--- src/amp_ctrl_pkg.sv ---
package amp_ctrl_pkg;
   // register indices; byte address is four times the index
   localparam logic [3:0] IDX_CTRL = 4'h1;
   localparam logic [3:0] IDX_HIZ = 4'h3;
   localparam logic [3:0] IDX_STATUS = 4'h5;
   localparam logic [3:0] IDX_IRQ_STAT = 4'h6;
   localparam logic [3:0] IDX_IRQ_EN = 4'h7;
   localparam logic [3:0] IDX_IRQ_CLR = 4'h8;
   localparam int ADDR_W = 8;

   // field positions
   localparam int BIT_STANDBY = 0;
   localparam int BIT_OVERTEMP = 1;
   localparam int BIT_HIZ_RIGHT = 0;
   localparam int BIT_HIZ_LEFT = 1;
   localparam int BIT_ST_COOL = 0;
   localparam int BIT_ST_FAULT = 1;
   localparam int BIT_ST_RAIL_HIGH = 2;
   localparam int BIT_ST_AMP_ON = 3;
   localparam int IRQ_FAULT = 0;
   localparam int IRQ_RECOVER = 1;
   localparam int IRQ_W = 2;

   // reset values
   localparam logic STANDBY_RESET = 1'b1;
   localparam logic [1:0] HIZ_RESET = 2'h0;
   localparam logic [IRQ_W-1:0] IRQ_EN_RESET = 2'h0;

   // timing
   localparam int DISABLE_TIME_MS = 1000;
   localparam int CLK_MHZ = 125;
   localparam int DISABLE_CYCLES = DISABLE_TIME_MS * 1000 * CLK_MHZ;
   localparam int TIMER_W = 32;

   typedef enum logic [0:0] {
      TH_RUN = 1'b0,
      TH_COOL = 1'b1
   } overtemp_flag_state_t;

   function automatic logic [ADDR_W-1:0] byte_addr(input logic [3:0] idx);
      return {2'b00, idx, 2'b00};
   endfunction
endpackage

--- src/amp_interval_timer.sv ---
`timescale 1ns/10ps
module amp_interval_timer (
   // clock and reset
   input wire logic clk,
   input wire logic rst_n,
   // control
   input wire logic start,
   input wire logic [amp_ctrl_pkg::TIMER_W-1:0] load,
   // status
   output logic done
);
   logic [amp_ctrl_pkg::TIMER_W-1:0] count_q, count_d;
   logic done_q, done_d;

   always_comb begin
      count_d = count_q;
      done_d = 1'b0;
      if (start) begin
         count_d = load;
      end else if (count_q != '0) begin
         count_d = count_q - 1'b1;
         done_d = (count_q == 1);
      end
   end

   always_ff @(posedge clk or negedge rst_n) begin
      if (!rst_n) begin
         count_q <= '0;
         done_q <= 1'b0;
      end else begin
         count_q <= count_d;
         done_q <= done_d;
      end
   end

   assign done = done_q;
endmodule

--- src/amp_protection_standby_ctrl.sv ---
`timescale 1ns/10ps
module amp_protection_standby_ctrl #(
   parameter int unsigned DISABLE_CYCLES = amp_ctrl_pkg::DISABLE_CYCLES
) (
   // clock and reset
   input wire logic pclk,
   input wire logic presetn,
   // apb slave
   input wire logic psel,
   input wire logic penable,
   input wire logic pwrite,
   input wire logic [amp_ctrl_pkg::ADDR_W-1:0] paddr,
   input wire logic [31:0] pwdata,
   output logic [31:0] prdata,
   output logic pready,
   output logic pslverr,
   // analog monitors
   input wire logic overtemp_flag_fault_in,
   input wire logic amp_level_high_in,
   // power and output control
   output logic pos_rail_en,
   output logic neg_rail_en,
   output logic rail_high_sel,
   output logic amp_enable,
   output logic left_out_hiz,
   output logic right_out_hiz,
   // interrupt
   output logic irq
);
   logic fault_s, level_high_s;
   logic timer_done;
   amp_ctrl_pkg::overtemp_flag_state_t th_q, th_d;
   logic soft_standby_q, soft_standby_d;
   logic overtemp_flag_q, overtemp_flag_d;
   logic read_seen_q, read_seen_d;
   logic out_hiz_left_q, out_hiz_left_d;
   logic out_hiz_right_q, out_hiz_right_d;
   logic [amp_ctrl_pkg::IRQ_W-1:0] irq_stat_q, irq_stat_d;
   logic [amp_ctrl_pkg::IRQ_W-1:0] irq_en_q, irq_en_d;
   logic pready_q, pready_d;
   logic pslverr_q, pslverr_d;
   logic [31:0] prdata_q, prdata_d;
   logic pos_rail_en_q, pos_rail_en_d;
   logic neg_rail_en_q, neg_rail_en_d;
   logic rail_high_q, rail_high_d;
   logic amp_enable_q, amp_enable_d;
   logic left_out_hiz_q, left_out_hiz_d;
   logic right_out_hiz_q, right_out_hiz_d;
   logic irq_q, irq_d;
   logic xfer_done, wr_done, rd_done, addr_ok, enter_cool, leave_cool;
   logic [amp_ctrl_pkg::IRQ_W-1:0] irq_set, irq_clr;

   amp_sync2 #(
      .W(2)
   ) u_sync (
      .clk(pclk),
      .rst_n(presetn),
      .d({overtemp_flag_fault_in, amp_level_high_in}),
      .q({fault_s, level_high_s})
   );

   amp_interval_timer u_timer (
      .clk(pclk),
      .rst_n(presetn),
      .start(enter_cool),
      .load(amp_ctrl_pkg::TIMER_W'(DISABLE_CYCLES)),
      .done(timer_done)
   );

   // apb decode; one wait state so every answer comes from a flop
   assign xfer_done = psel && penable && pready_q;
   assign wr_done = xfer_done && pwrite;
   assign rd_done = xfer_done && !pwrite;

   always_comb begin
      addr_ok = 1'b1;
      unique case (paddr)
         amp_ctrl_pkg::byte_addr(amp_ctrl_pkg::IDX_CTRL),
         amp_ctrl_pkg::byte_addr(amp_ctrl_pkg::IDX_HIZ),
         amp_ctrl_pkg::byte_addr(amp_ctrl_pkg::IDX_STATUS),
         amp_ctrl_pkg::byte_addr(amp_ctrl_pkg::IDX_IRQ_STAT),
         amp_ctrl_pkg::byte_addr(amp_ctrl_pkg::IDX_IRQ_EN),
         amp_ctrl_pkg::byte_addr(amp_ctrl_pkg::IDX_IRQ_CLR): addr_ok = 1'b1;
         default: addr_ok = 1'b0;
      endcase
   end

   always_comb begin
      pready_d = psel && penable && !pready_q;
      pslverr_d = 1'b0;
      prdata_d = 32'h0000_0000;
      if (psel && penable && !pready_q) begin
         pslverr_d = !addr_ok;
         if (!pwrite) begin
            unique case (paddr)
               amp_ctrl_pkg::byte_addr(amp_ctrl_pkg::IDX_CTRL): begin
                  prdata_d[amp_ctrl_pkg::BIT_STANDBY] = soft_standby_q;
                  prdata_d[amp_ctrl_pkg::BIT_OVERTEMP] = overtemp_flag_q;
               end
               amp_ctrl_pkg::byte_addr(amp_ctrl_pkg::IDX_HIZ): begin
                  prdata_d[amp_ctrl_pkg::BIT_HIZ_LEFT] = out_hiz_left_q;
                  prdata_d[amp_ctrl_pkg::BIT_HIZ_RIGHT] = out_hiz_right_q;
               end
               amp_ctrl_pkg::byte_addr(amp_ctrl_pkg::IDX_STATUS): begin
                  prdata_d[amp_ctrl_pkg::BIT_ST_COOL] = (th_q == amp_ctrl_pkg::TH_COOL);
                  prdata_d[amp_ctrl_pkg::BIT_ST_FAULT] = fault_s;
                  prdata_d[amp_ctrl_pkg::BIT_ST_RAIL_HIGH] = rail_high_q;
                  prdata_d[amp_ctrl_pkg::BIT_ST_AMP_ON] = amp_enable_q;
               end
               amp_ctrl_pkg::byte_addr(amp_ctrl_pkg::IDX_IRQ_STAT):
                  prdata_d[amp_ctrl_pkg::IRQ_W-1:0] = irq_stat_q;
               amp_ctrl_pkg::byte_addr(amp_ctrl_pkg::IDX_IRQ_EN):
                  prdata_d[amp_ctrl_pkg::IRQ_W-1:0] = irq_en_q;
               default: prdata_d = 32'h0000_0000;
            endcase
         end
      end
   end

   // software registers; the bus is never gated by standby
   always_comb begin
      soft_standby_d = soft_standby_q;
      out_hiz_left_d = out_hiz_left_q;
      out_hiz_right_d = out_hiz_right_q;
      irq_en_d = irq_en_q;
      irq_clr = '0;
      if (wr_done) begin
         unique case (paddr)
            amp_ctrl_pkg::byte_addr(amp_ctrl_pkg::IDX_CTRL):
               soft_standby_d = pwdata[amp_ctrl_pkg::BIT_STANDBY];
            amp_ctrl_pkg::byte_addr(amp_ctrl_pkg::IDX_HIZ): begin
               out_hiz_left_d = pwdata[amp_ctrl_pkg::BIT_HIZ_LEFT];
               out_hiz_right_d = pwdata[amp_ctrl_pkg::BIT_HIZ_RIGHT];
            end
            amp_ctrl_pkg::byte_addr(amp_ctrl_pkg::IDX_IRQ_EN):
               irq_en_d = pwdata[amp_ctrl_pkg::IRQ_W-1:0];
            amp_ctrl_pkg::byte_addr(amp_ctrl_pkg::IDX_IRQ_CLR):
               irq_clr = pwdata[amp_ctrl_pkg::IRQ_W-1:0];
            default: irq_clr = '0;
         endcase
      end
   end

   // thermal protection; standby suspends monitoring and ends any interval
   always_comb begin
      th_d = th_q;
      enter_cool = 1'b0;
      leave_cool = 1'b0;
      unique case (th_q)
         amp_ctrl_pkg::TH_RUN: begin
            if (fault_s && !soft_standby_q) begin
               th_d = amp_ctrl_pkg::TH_COOL;
               enter_cool = 1'b1;
            end
         end
         amp_ctrl_pkg::TH_COOL: begin
            if (soft_standby_q) begin
               th_d = amp_ctrl_pkg::TH_RUN;
            end else if (timer_done) begin
               th_d = amp_ctrl_pkg::TH_RUN;
               leave_cool = 1'b1;
            end
         end
      endcase
   end

   // flag needs a completed read and the fault gone; a new fault wins
   always_comb begin
      overtemp_flag_d = overtemp_flag_q;
      read_seen_d = read_seen_q;
      if (rd_done && overtemp_flag_q &&
          paddr == amp_ctrl_pkg::byte_addr(amp_ctrl_pkg::IDX_CTRL)) begin
         read_seen_d = 1'b1;
      end
      if (read_seen_q && !fault_s) begin
         overtemp_flag_d = 1'b0;
         read_seen_d = 1'b0;
      end
      if (enter_cool) begin
         overtemp_flag_d = 1'b1;
         read_seen_d = 1'b0;
      end
   end

   // interrupt status: set beats clear
   assign irq_set = {leave_cool, enter_cool};
   always_comb begin
      irq_stat_d = (irq_stat_q & ~irq_clr) | irq_set;
      irq_d = |(irq_stat_q & irq_en_q);
   end

   // output drive
   always_comb begin
      amp_enable_d = !soft_standby_q && th_q == amp_ctrl_pkg::TH_RUN;
      pos_rail_en_d = !soft_standby_q;
      neg_rail_en_d = !soft_standby_q;
      rail_high_d = amp_enable_d && level_high_s;
      left_out_hiz_d = out_hiz_left_q && amp_enable_d;
      right_out_hiz_d = out_hiz_right_q && amp_enable_d;
   end

   always_ff @(posedge pclk or negedge presetn) begin
      if (!presetn) begin
         th_q <= amp_ctrl_pkg::TH_RUN;
         soft_standby_q <= amp_ctrl_pkg::STANDBY_RESET;
         overtemp_flag_q <= 1'b0;
         read_seen_q <= 1'b0;
         {out_hiz_left_q, out_hiz_right_q} <= amp_ctrl_pkg::HIZ_RESET;
         irq_stat_q <= '0;
         irq_en_q <= amp_ctrl_pkg::IRQ_EN_RESET;
         pready_q <= 1'b0;
         pslverr_q <= 1'b0;
         prdata_q <= 32'h0000_0000;
         pos_rail_en_q <= 1'b0;
         neg_rail_en_q <= 1'b0;
         rail_high_q <= 1'b0;
         amp_enable_q <= 1'b0;
         left_out_hiz_q <= 1'b0;
         right_out_hiz_q <= 1'b0;
         irq_q <= 1'b0;
      end else begin
         th_q <= th_d;
         soft_standby_q <= soft_standby_d;
         overtemp_flag_q <= overtemp_flag_d;
         read_seen_q <= read_seen_d;
         out_hiz_left_q <= out_hiz_left_d;
         out_hiz_right_q <= out_hiz_right_d;
         irq_stat_q <= irq_stat_d;
         irq_en_q <= irq_en_d;
         pready_q <= pready_d;
         pslverr_q <= pslverr_d;
         prdata_q <= prdata_d;
         pos_rail_en_q <= pos_rail_en_d;
         neg_rail_en_q <= neg_rail_en_d;
         rail_high_q <= rail_high_d;
         amp_enable_q <= amp_enable_d;
         left_out_hiz_q <= left_out_hiz_d;
         right_out_hiz_q <= right_out_hiz_d;
         irq_q <= irq_d;
      end
   end

   assign prdata = prdata_q;
   assign pready = pready_q;
   assign pslverr = pslverr_q;
   assign pos_rail_en = pos_rail_en_q;
   assign neg_rail_en = neg_rail_en_q;
   assign rail_high_sel = rail_high_q;
   assign amp_enable = amp_enable_q;
   assign left_out_hiz = left_out_hiz_q;
   assign right_out_hiz = right_out_hiz_q;
   assign irq = irq_q;
endmodule

--- src/amp_sync2.sv ---
`timescale 1ns/10ps
module amp_sync2 #(
   parameter int W = 1
) (
   // clock and reset
   input wire logic clk,
   input wire logic rst_n,
   // data
   input wire logic [W-1:0] d,
   output logic [W-1:0] q
);
   logic [W-1:0] meta_q;

   // meta_q feeds only the second stage
   always_ff @(posedge clk or negedge rst_n) begin
      if (!rst_n) begin
         meta_q <= '0;
         q <= '0;
      end else begin
         meta_q <= d;
         q <= meta_q;
      end
   end
endmodule

--- config.mk ---
export PLATFORM = sky130hd
export DESIGN_NAME = amp_protection_standby_ctrl
export DESIGN_NICKNAME = d
export VERILOG_FILES = /design/src/amp_ctrl_pkg.sv /design/src/amp_interval_timer.sv /design/src/amp_protection_standby_ctrl.sv /design/src/amp_sync2.sv
export SDC_FILE = /design/constraint.sdc
export NUM_CORES = 1
export LEC_CHECK = 0
export ABC_AREA = 1
export BUFFER_PORTS_ARGS = -buffer_cell sky130_fd_sc_hd__buf_2
export CAP_MARGIN = 25
export CORE_MARGIN = 1.5
export CORE_UTILIZATION = 45
export DETAILED_ROUTE_END_ITERATION = 8
export PLACE_DENSITY_LB_ADDON = 0.08
export SETUP_SLACK_MARGIN = 0.3
export SYNTH_ARGS = -nofsm -noshare
export SYNTH_HDL_FRONTEND = slang
export SYNTH_SLANG_ARGS = --single-unit
--- constraint.sdc ---
create_clock -name pclk -period 2.25 [get_ports pclk]
set_input_delay 0.45 -clock pclk [delete_from_list [all_inputs] [get_ports pclk]]
set_output_delay 0.45 -clock pclk [all_outputs]
set_load 0.05 [all_outputs]
[Word level (Yosys, flattened, before mapping)]
Cells that the tools add are included.
Cells by class
  add/subtract/negate cells: 1
  equality and inequality tests: 7
  mux-type cells: 25
  bitwise gates (word level): 5
  reductions and logical operators: 27
Operators by type and width (count)
  $mux 32: 2
  $eq 32x1->1 const B: 1
  $reduce_bool 32->1: 1
  $sub 32x1->32 const B: 1
  $eq 8x5->1 const B: 3
  $mux 1: 16
  $logic_and 1x1->1: 13
  $pmux 2 s5: 1
  $eq 8x3->1 const B: 1
  $eq 8x4->1 const B: 1
  $eq 8x6->1 const B: 1
  $mux 4: 2
  $mux 2: 3
  $reduce_and 2->1: 3
  $reduce_or 6->1: 1
  $logic_not 1->1: 5
  $and 2x2->2: 2
  $reduce_bool 2->1: 2
  $reduce_bool 3->1: 1
  $not 2->2: 1
  $or 2x2->2: 1
  $pmux 1 s2: 1
  $reduce_or 2->1: 1
  $not 1->1: 1
Storage, ports and cells
  flip-flop bits (word level): 87
  output and inout port bits: 41

[Longest topological paths before layout]
Gate-level depths: netlist of run 1.
  depth after elaboration: 8
  mapped depth: 11

[Cells and area by module]
From an unflattened synthesis of run 1, not the netlist that was laid out.
Second synthesis, totals
  cells, all modules: 575
  area total of the unflattened synthesis: 3905.0 µm²
By module, submodules not included
  amp_interval_timer: times used 1, cells an instance 406, area each 2477.4 µm²
  amp_protection_standby_ctrl: times used 1, cells an instance 165, area each 1327.5 µm²
  amp_sync2: times used 1, cells an instance 4, area each 100.1 µm²

[Worst setup path after synthesis of run 1]
OpenSTA, ideal clock, no wires.
  path type: register to register
  start: reg u_timer.count_q[0] (netlist bit)
  end: reg u_timer.count_q[22] (netlist bit)
  arrival time: 1.533 ns
  required time: 2.131 ns
  setup slack: 0.598 ns
  stages on the path, launching flop included: 11
  path buffers: 0
  clock period less this slack: 1.652 ns
  cell sequence: dfrtp_1 inv_1 ha_1 nand2_4 nor2_8 nand2_4 clkinv_2 nand2_4 nor2_8 inv_2 and2_1
On the way
  cells in the longest elaborated chain, start to end: 3
  elaborated cells between the ends (all ways): 5
  classes of those cells: add/sub: 1; mux: 2; reduce/logical: 2
RTL lines
  from (decl): RTL line amp_interval_timer.sv:12  | logic [amp_ctrl_pkg::TIMER_W-1:0] count_q, count_d;
  from (signal assigned): RTL line amp_interval_timer.sv:31  | count_q <= count_d;
  $sub 32x1->32: RTL line amp_interval_timer.sv:21  | count_d = count_q - 1'b1;
  $mux 32: RTL line amp_interval_timer.sv:20  | end else if (count_q != '0) begin
  $mux 32: RTL line amp_interval_timer.sv:18  | if (start) begin
Several ways; a longest one is shown, not always the timed one. The select of a mux whose other input is x is not followed.
A chain may end at the register's enable or synchronous reset.

[Worst setup path after layout of run 1]
Same ends and word-level chain as after synthesis.

==> results of run 1 <==
[metal layers]
layer / track usage / part of all wire
met2: 0.312 / 0.43
met4: 0.0913 / 0.022
met3: 0.0457 / 0.040
met5: 0 / 0
met1: 0.296 / 0.51
[area by class of cell]
type / instances / area, um^2
fill: 748 / 3460
sequential: 59 / 1480
multi-input combinational: 349 / 1610
clock buffer: 9 / 124
inverter: 54 / 204
tap: 99 / 124
clock inverter: 7 / 58.8
timing repair buffer: 39 / 233
[state kept, by name (all words and copies together), names as in the netlist, 2 cells and up]
signal / count
irq_en_q: 2
prdata: 4
u_timer.count_q: 32
u_sync.meta_q: 2
irq_stat_q: 2
u_sync.q: 2
[worst max-delay path by stage]
stage	startpoint	to	slack, ns	cells after the start
after global routing	u_timer.count_q[0]	u_timer.count_q[0]	0.33	11
after CTS	u_timer.count_q[0]	u_timer.count_q[22]	0.31	10
final	u_timer.count_q[0]	u_timer.count_q[22]	0.44	10
after detailed placement	u_timer.count_q[0]	u_timer.count_q[22]	0.28	10
after floorplan	u_timer.count_q[0]	u_timer.count_q[22]	0.60	10
after global placement	u_timer.count_q[0]	u_timer.count_q[22]	0.31	10
[synth_stat cells]
library cell	n	area share
nor2_2	5	0.0091
nand4_1	8	0.015
dfstp_2	1	0.0077
nand2_1	103	0.11
a22o_1	1	0.0026
nor4_1	2	0.0037
buf_4	29	0.064
nand3_1	38	0.056
ha_1	2	0.0073
clkinv_2	1	0.0015
nor3_1	10	0.015
nor2_1	96	0.11
inv_1	50	0.055
nand2_4	3	0.0099
conb_1	1	0.0011
o21bai_1	1	0.0022
o31ai_1	1	0.0022
a21oi_1	11	0.016
nand3b_1	2	0.0044
clkbuf_1	1	0.0011
buf_2	2	0.0029
and2_1	1	0.0018
xor2_1	4	0.010
dfrtp_1	58	0.42
buf_6	1	0.0033
xnor2_1	1	0.0026
or2_2	1	0.0018
nor2_4	3	0.0099
nor2_8	2	0.012
o21ai_0	24	0.035
or2_0	2	0.0037
inv_2	3	0.0033
[cells by family (layout without fill, tap and decap cells)]
| family | count (synthesis) | in the layout |
|---|---|---|
| flops | 59 | 59 |
| other cells | 1 | 28 |
| compound gates | 38 | 38 |
| xor+xnor | 5 | 5 |
| buf+inv | 87 | 109 |
| simple gates | 276 | 276 |
| fa+ha+maj | 2 | 2 |
[power groups by stage]
stage	combinational [uW]	clock (uW)	sequential, uW
floorplan	542	0	1310
global placement	650	0	1320
detailed placement	658	0	1320
CTS	661	930	1300
global route	776	978	1320
finish	688	910	1300
[cell usage in the layout (no fill, tap or decap), types with 4 or more instances in the layout]
master,instances
nor2_2,5
o21ai_0,24
nor2_1,96
nor3_1,10
inv_1,50
xor2_1,4
buf_4,9
clkbuf_8,9
buf_2,29
conb_1,28
nand2_1,103
dfrtp_1,57
nand3_1,38
a21oi_1,11
nand4_1,8
[stage by stage]
| stage | area [um^2] | worst slack (ns) |
|---|---|---|
| CTS | 3820 | 0.312 |
| finish | 3840 | 0.442 |
| global route | 3840 | 0.328 |
| global placement | 3610 | 0.309 |
| detailed placement | 3610 | 0.284 |
| floorplan | 3530 | 0.598 |
[repair_timing]
action	CTS	global route
buffers inserted	4	0
endpoints found under the setup margin	6	15
pin swaps	1	1
resized for setup	0	3
==> results by group, run 1 <==
Run status
  • Status: finished, final reports clean

Clocking
  • # hold bufs at CTS: 0
  • CTS tree: yes
  • Reg clk slew, reported paths: about 0.080 ns
  • Clock root buffer: clkbuf_8
  • H-tree depth: 3
  • Clk sinks: 59
  • Max Buffers Root-to-Sink: 2
  • Number of CTS-inserted buffers: 9
  • Worst skew pair latency: approximately 0.35 ns

Setup path
  • Critical Path Fanout Max: 9
  • Kind of critical path: flop to flop
  • R2R Setup Slk: between 0.4 and 0.5 ns
  • Arr. time, crit path: between 2 and 2.5 ns
  • Critical path startpoint category: flop
  • Cell mode on critical path: nand2_4
  • Worst path max stage delay: roughly 0.45 ns
  • R2R cell count: 10
  • Worst path cell trace: inv_1 -> ha_4 -> nand2_4 -> nor2_8 -> nand2_4 -> clkinv_2 -> nand2_4 -> nor2_8 -> inv_2 -> and2_1
  • Crit. End Element: flop
  • Slowest stage cell, crit path: dfrtp_2
  • Delay-heaviest family, CP: simple AND/OR/NAND/NOR gates
  • Critical path required time: ~2.5 ns
  • Critical path buffers and inverters: 3
  • Critical R2R Capture: u_timer.count_q[22]
  • Reg2reg start: u_timer.count_q[0]

Power and ir drop
  • P_int: between 1500 and 2000 uW
  • Pwr dens: around 760 mW/mm^2
  • Sw frac: 0.378
  • Comb pwr share: 0.237
  • Peak VDD IR: slightly above 0.5 mV
  • Sw power: 1100 uW
  • Clock group share of total power: 0.314
  • Total power: 2900 uW
  • Pleak: roughly 0.0019 uW
  • Reg power frac: 0.449

Route
  • WL final: 7920 um
  • Via-to-Cell Ratio: 4.81
  • DR DRC count: 0
  • Drt wl/cell: 12.9 um
  • Via count: just under 3000
  • DR iter-0 viols: 132
  • DRT antenna net count: 0
  • DR pass1 iterations: 5

Timing
  • Fmax: roughly 550 MHz
  • Final count of negative-setup-slack endpoints: 0
  • Least-Margin Pin Slew: between 0.5 and 0.6 ns
  • Setup repair after global routing missed its margin: false
  • Slew Limit Fails: 0
  • Slew margin rel.: 0.625
  • Period minus WS final: 1.81 ns
  • Final Skew: about 0.014 ns
  • Setup tns final: 0 ns
  • Hold WS: 0.0991 ns
  • Fin crit share: 0.803
  • Hold Fails Final Rpt: 0

GRT
  • Total track usage: 0.211
  • Pin count of the biggest net entering global routing: 38
  • Number of global-route vias before repair: between 2000 and 3000
  • Total grt overflow: 0
  • First-pass GRT wire length: 13400 um
  • Initial antenna violation count: 0

Cells and area
  • Final net count: between 500 and 600
  • Util after Layout: 0.526
  • Ratio of cells with drive above 1 in the final layout: 0.147
  • Non-Filler Instances: about 620
  • P&R area growth vs syn: 12.0%
  • N_diodes: 0

Job
  • Max-cap violations: 0

Synth
  • Largest family of logic cells by synthesized area: simple AND/OR/NAND/NOR gates
  • Yosys reg bits: 59
  • Sequential element share of the synthesized area: 0.431
  • Synth Area in XOR/XNOR: 0.0128
  • Cell variety after synth: 32
  • Cells after Synth: 468
  • Mux cell area share after synthesis: 0
  • Syn Area/Cell: 7.32 um^2
  • Yosys warns: 0
  • Post-synthesis compound-gate area fraction: 0.0581
  • Cell Area, Synth: 0.00342 mm^2
  • Post-Synth Adder-Cell Area: 0.00731
  • Simple-gate area share of the yosys netlist: 0.359

Die
  • Boundary Pins: 88
  • Site Rows: 31
  • Die ar.: around 0.008 mm^2
  • Die Y-Extent: ~90 um
  • Starting density of the core: 0.470
  • Die width: around 90 um
  • Area of the core: between 0.007 and 0.008 mm^2

Hold path
  • Hold/Removal Path Class: input port to async pin

Place
  • Inst Count DP: approximately 600
  • HPWL Detailed: ~6000 um
  • Routability cong.: ~0.9
  • Port Buffers: 29
No activity file was read; power rests on OpenSTA's default activity.
==> run 2, diff against run 1 <==
Settings changed: ABC_AREA 1 to 0.
Clock period 2.25 ns to 1.6 ns, I/O delays scaled along.
==> results by group, run 2 <==
Run status
  • Status: finished with violations
  • Violated checks: setup timing

Clocking
  • CTS tree: yes
  • Clock root buffer: clkbuf_8
  • Max Buffers Root-to-Sink: 2
  • Reg clk slew, reported paths: 0.07 ns
  • Worst skew pair latency: ~0.34 ns
  • H-tree depth: 3
  • Number of CTS-inserted buffers: 9
  • Clk sinks: slightly below 60

Setup path
  • R2R Setup Slk: -0.67 ns
  • Worst path cell trace: inv_2 -> ha_4 -> or4b_4 -> buf_6 -> nor4_4 -> buf_4 -> buf_6 -> nand2_1 -> a311oi_2 -> a211o_1
  • Worst path max stage delay: approximately 0.46 ns
  • Arr. time, crit path: approximately 2.5 ns
  • Cell mode on critical path: buf_6
  • Slowest stage cell, crit path: or4b_4
  • Critical Path Fanout Max: 5
  • Critical path buffers and inverters: 4
  • Kind of critical path: flop to flop
  • Crit. End Element: flop
  • Critical path startpoint category: flop
  • Delay-heaviest family, CP: simple AND/OR/NAND/NOR gates
  • Critical path required time: about 1.9 ns

GRT
  • Initial antenna violation count: 0
  • Pin count of the biggest net entering global routing: 60
  • Total track usage: 0.234
  • Number of global-route vias before repair: between 2000 and 3000
  • Total grt overflow: 0
  • First-pass GRT wire length: roughly 14000 um

Synth
  • Ys flop type: dfrtp_1
  • Most common cell in the netlist: dfrtp_1
  • Top post-synthesis cells by area: dfrtp_1 (44%), buf_4 (6.6%), mux2i_1 (3.7%)
  • Sequential element share of the synthesized area: 0.450
  • Async set-reset flop share out of synthesis: 1.00
  • Top-area cell type share of the netlist area: 0.442
  • Cells after Synth: about 320
  • Top post-synthesis cells by count: dfrtp_1 (58), buf_4 (29), nand2_1 (29)
  • Syn Area/Cell: 10.2 um^2
  • Cell Area, Synth: 0.00329 mm^2
  • Yosys warns: 0
  • Largest area contributor in the netlist: dfrtp_1
  • Post-synth EDFFs: 0
  • Cell variety after synth: 63
  • Yosys reg bits: 59

Timing
  • Period minus WS final: roughly 2.3 ns
  • Final WS setup: -0.665 ns
  • Slew Limit Fails: 0
  • Final count of negative-setup-slack endpoints: 33
  • Hold Fails Final Rpt: 0
  • Setup tns final: -17.61 ns
  • Setup repair after global routing missed its margin: true
  • Final Skew: 0.00938 ns
  • Fin crit share: 1.42
  • Fmax: between 400 and 500 MHz

Cells and area
  • Biggest register: u_timer.count_q
  • N_diodes: 0
  • Final net count: between 500 and 600
  • Util after Layout: 0.709
  • Non-Filler Instances: between 500 and 600
  • P&R area growth vs syn: 49.9%
  • Max reg flops: 32
  • Commonest non-fill, non-tap cell in the layout: buf_4
  • Most frequent cells in the layout: buf_4 (85), dfrtp_1 (58), conb_1 (28), nand2_1 (27), buf_2 (26)
  • Ratio of cells with drive above 1 in the final layout: 0.501

Die
  • Die Y-Extent: between 80 and 90 um
  • Site Rows: 30
  • Die width: a little under 90 um
  • Area of the core: ~0.0069 mm^2
  • Die ar.: roughly 0.008 mm^2
  • Boundary Pins: slightly below 90
  • Starting density of the core: 0.473

Power and ir drop
  • Pleak: 0.00225 uW
  • Total power: 4720 uW
  • Pwr dens: 959 mW/mm^2
  • Peak VDD IR: 0.887 mV

Place
  • HPWL Detailed: ~5500 um
  • Routability cong.: a little over 0.8
  • Inst Count DP: slightly above 500
  • Placement-stage worst setup slack: -0.682 ns
  • Port Buffers: 29

Route
  • DR iter-0 viols: between 100 and 150
  • Via-to-Cell Ratio: around 5.3
  • WL final: 8730 um
  • Via count: about 2900
  • Drt wl/cell: about 16 um
  • DR pass1 iterations: 4
  • DR DRC count: 0
  • DRT antenna net count: 0

Hold path
  • Hold/Removal Path Class: input port to flop

Job
  • Max-cap violations: 0
==> run 2: final timing paths <==
path / startpoint / cells past startpoint / to
worst max-delay path: u_timer.count_q[0] / 10 / u_timer.count_q[16]
worst min-delay path: amp_level_high_in / 1 / u_sync.meta_q[0]
worst max register to register: u_timer.count_q[0] / 10 / u_timer.count_q[16]
worst min register to register: u_sync.meta_q[1] / 0 / u_sync.q[1]
max in group asynchronous: presetn / 3 / soft_standby_q
min in group asynchronous: presetn / 3 / prdata[1]
==> run 2: logic make-up after synthesis <==
| kind of cell | count (synthesis) | synth area share |
|---|---|---|
| muxes | 19 | 0.0605 |
| xor gates and xnor gates | 4 | 0.0107 |
| and+or+nand+nor | 136 | 0.260 |
| AOI/OAI and AO/OA | 56 | 0.122 |
| adders and majority gates | 2 | 0.00761 |
| other | 1 | 0.00114 |
| buffers and inverters | 45 | 0.0891 |
| DFF | 59 | 0.450 |
==> run 2: what timing repair did <==
action / 4_1_cts / 5_1_grt
pin swaps: 34 / 23
hold buffers: 1 / 0
setup buffers: 14 / 12
gates cloned: 1 / 0
resized for setup: 48 / 27
endpoints found under the setup margin: 44 / 47
hold endpoints to repair: 37 / 0
==> run 2: area by class of cell <==
class	instances	area (um^2)
Clock inverter	6	88.8
Timing Repair Buffer	133	1050
Tap cell	96	120
Clock buffer	10	138
Inverter	6	22.5
Multi-Input combinational cell	245	2030
Fill cell	523	2020
Sequential cell	59	1480
==> run 2: layer usage <==
metal,vias up,track usage,share of wire
met2,84,0.419,0.52
met1,1421,0.277,0.41
li1,1387,-,-
met4,0,0.0710,0.027
met5,-,0,0
met3,22,0.0560,0.045
==> run 2: where the power goes <==
group / internal, uW / switching [uW] / leakage, uW
logic: 644 / 723 / 0.00141
clock network: 919 / 640 / 0.000108
registers: 1660 / 139 / 0.000728
==> run 2: metrics by stage <==
| stage | hold slack (ns) | area (um^2) |
|---|---|---|
| CTS | 0.0796 | 4710 |
| finish | 0.0864 | 4930 |
| detailed placement | 0.340 | 4110 |
| global placement | 0.333 | 4110 |
| floorplan | 0.0244 | 3550 |
| global route | 0.0688 | 4930 |
==> run 3, diff against run 2 <==
Settings changed: REMOVE_ABC_BUFFERS from default to 1.
==> results by group, run 3 (same netlist as run 2, synthesis figures left out) <==
Power and ir drop
  • Peak VDD IR: approximately 0.74 mV
  • Pwr dens: between 900 and 1000 mW/mm^2
  • P_int: 3100 uW
  • Comb pwr share: 0.325
  • Total power: between 4000 and 5000 uW
  • Clock group share of total power: 0.290
  • Pleak: about 0.0023 uW
  • Reg power frac: 0.385
  • Sw power: roughly 1600 uW
  • Sw frac: 0.338

Cells and area
  • Most frequent cells in the layout: buf_4 (97), dfrtp_1 (58), conb_1 (28), nand2_1 (25), buf_2 (21)
  • Biggest register: u_timer.count_q
  • Fin area: 0.00501 mm^2
  • Max reg flops: 32
  • N_diodes: 0
  • Fillers: around 500
  • P&R area growth vs syn: 52.3%
  • Util after Layout: 0.721
  • Ratio of cells with drive above 1 in the final layout: 0.503
  • Commonest non-fill, non-tap cell in the layout: buf_4
  • Final net count: ~520

Timing
  • Final WS setup: -0.645 ns
  • Fmax: 445 MHz
  • Fin crit share: 1.40
  • Period minus WS final: 2.25 ns
  • Hold WS: between 0.08 and 0.09 ns
  • Setup repair after global routing missed its margin: true
  • Slew Limit Fails: 0
  • Final Skew: 0.0113 ns
  • Final count of negative-setup-slack endpoints: 33
  • Hold Fails Final Rpt: 0

Clocking
  • H-tree depth: 3
  • Worst skew pair latency: ~0.34 ns
  • Clk sinks: just under 60
  • Max Buffers Root-to-Sink: 2
  • Clock root buffer: clkbuf_8
  • Number of CTS-inserted buffers: 9
  • Reg clk slew, reported paths: around 0.070 ns
  • CTS tree: yes

Setup path
  • Critical path startpoint category: flop
  • Worst path cell trace: inv_2 -> ha_4 -> or4b_4 -> or4_4 -> or4_1 -> a21oi_1
  • Critical path required time: 1.86 ns
  • Critical Path Fanout Max: 5
  • Worst path max stage delay: 0.52 ns
  • Delay-heaviest family, CP: simple AND/OR/NAND/NOR gates
  • Reg2reg start: u_timer.count_q[1]
  • CP startpoint: u_timer.count_q[1]
  • Critical path buffers and inverters: 1
  • Arr. time, crit path: 2.50 ns
  • Kind of critical path: flop to flop
  • Slowest stage cell, crit path: or4_4
  • Crit. End Element: flop

GRT
  • M3 GR Usage: 0.0513
  • Number of global-route vias before repair: 2813
  • Total track usage: 0.223
  • First-pass GRT wire length: ~13000 um
  • Total grt overflow: 0
  • Pin count of the biggest net entering global routing: 60
  • GR Layer Usage met1: 0.266
  • M2 GR Usage: 0.391
  • Initial antenna violation count: 0
  • Busiest layer in global routing: met2

Die
  • Die width: between 80 and 90 um
  • Die Y-Extent: around 88 um
  • Die ar.: between 0.007 and 0.008 mm^2
  • Boundary Pins: a little under 90
  • Site Rows: 30
  • Starting density of the core: 0.473
  • Area of the core: between 0.006 and 0.007 mm^2

Route
  • DR pass1 iterations: 4
  • Via-to-Cell Ratio: ~5.3
  • Drt wl/cell: approximately 16 um
  • DRT antenna net count: 0
  • DR iter-0 viols: 114
  • DR DRC count: 0
  • Via count: between 2000 and 3000
  • WL final: between 8000 and 9000 um

Hold path
  • Hold wc startpoint: overtemp_flag_fault_in
  • Hold/Removal Path Class: input port to flop

Place
  • Placed cell areas: approximately 0.004 mm^2
  • Port Buffers: 29
  • Placement-stage worst setup slack: -0.643 ns
  • HPWL Detailed: slightly above 5000 um
  • Routability cong.: around 0.84

Job
  • Max-cap violations: 0

Run status
  • Status: finished with violations
  • Violated checks: setup timing
## run 3: changes by cell type in the layout (fill, tap and decap cells not counted), moves of 2 or more
cell / before / now
buf_4: 85 / 97
buf_2: 26 / 21
buf_6: 16 / 19
nor4_2: 4 / 1
or4_2: 3 / 0
nand2_1: 27 / 25
nor4_1: 1 / 3
o31ai_1: 2 / 4
o31ai_2: 2 / 0
or4_1: 1 / 3
## run 3: power by group through the flow
stage	logic, uW	clock network (uW)	registers [uW]
2_1_floorplan	578	0	1830
3_3_place_gp	1060	0	1810
3_5_place_dp	1090	0	1810
4_1_cts	1290	1380	1790
5_1_grt	1640	1460	1820
6_report	1520	1360	1800
## run 3: what timing repair did
action / in CTS / in global routing
gates resized for setup: 66 / 55
buffers inserted: 18 / 16
cloned: 0 / 1
pin swaps: 34 / 35
hold endpoints to repair: 52 / 0
hold buffers: 1 / 0
endpoints found under the setup margin: 44 / 51
## run 3: area by class of cell
type / count / area (um^2) / area share
multi-input combinational: 245 / 2030 / 0.406
sequential: 59 / 1480 / 0.295
timing repair buffer: 145 / 1160 / 0.232
clock buffer: 10 / 128 / 0.0255
tap: 96 / 120 / 0.0240
clock inverter: 6 / 65.1 / 0.0130
inverter: 6 / 22.5 / 0.00450
## run 3: stage by stage
step / std cells / setup TNS (ns)
2_1_floorplan: 310 / -18.63
6_report: 567 / -17.05
3_3_place_gp: 515 / -19.62
5_1_grt: 567 / -19.59
3_5_place_dp: 515 / -20.31
4_1_cts: 550 / -15.57
## run 3: worst paths after layout
path | slack [ns] | cells past startpoint | end
setup / recovery | -0.65 | 6 | u_timer.count_q[18]
hold / removal | 0.08 | 1 | u_sync.meta_q[1]
setup reg to reg | -0.65 | 6 | u_timer.count_q[18]
hold reg to reg | 0.36 | 0 | u_sync.q[0]
max in group asynchronous | 0.76 | 3 | soft_standby_q
min in group asynchronous | 0.53 | 3 | prdata[1]
## run 3: metal layers
metal | part of all wire | vias up
li1 | - | 1404
met1 | 0.42 | 1491
met2 | 0.53 | 80
met3 | 0.034 | 11
met4 | 0.013 | 0
met5 | 0 | -
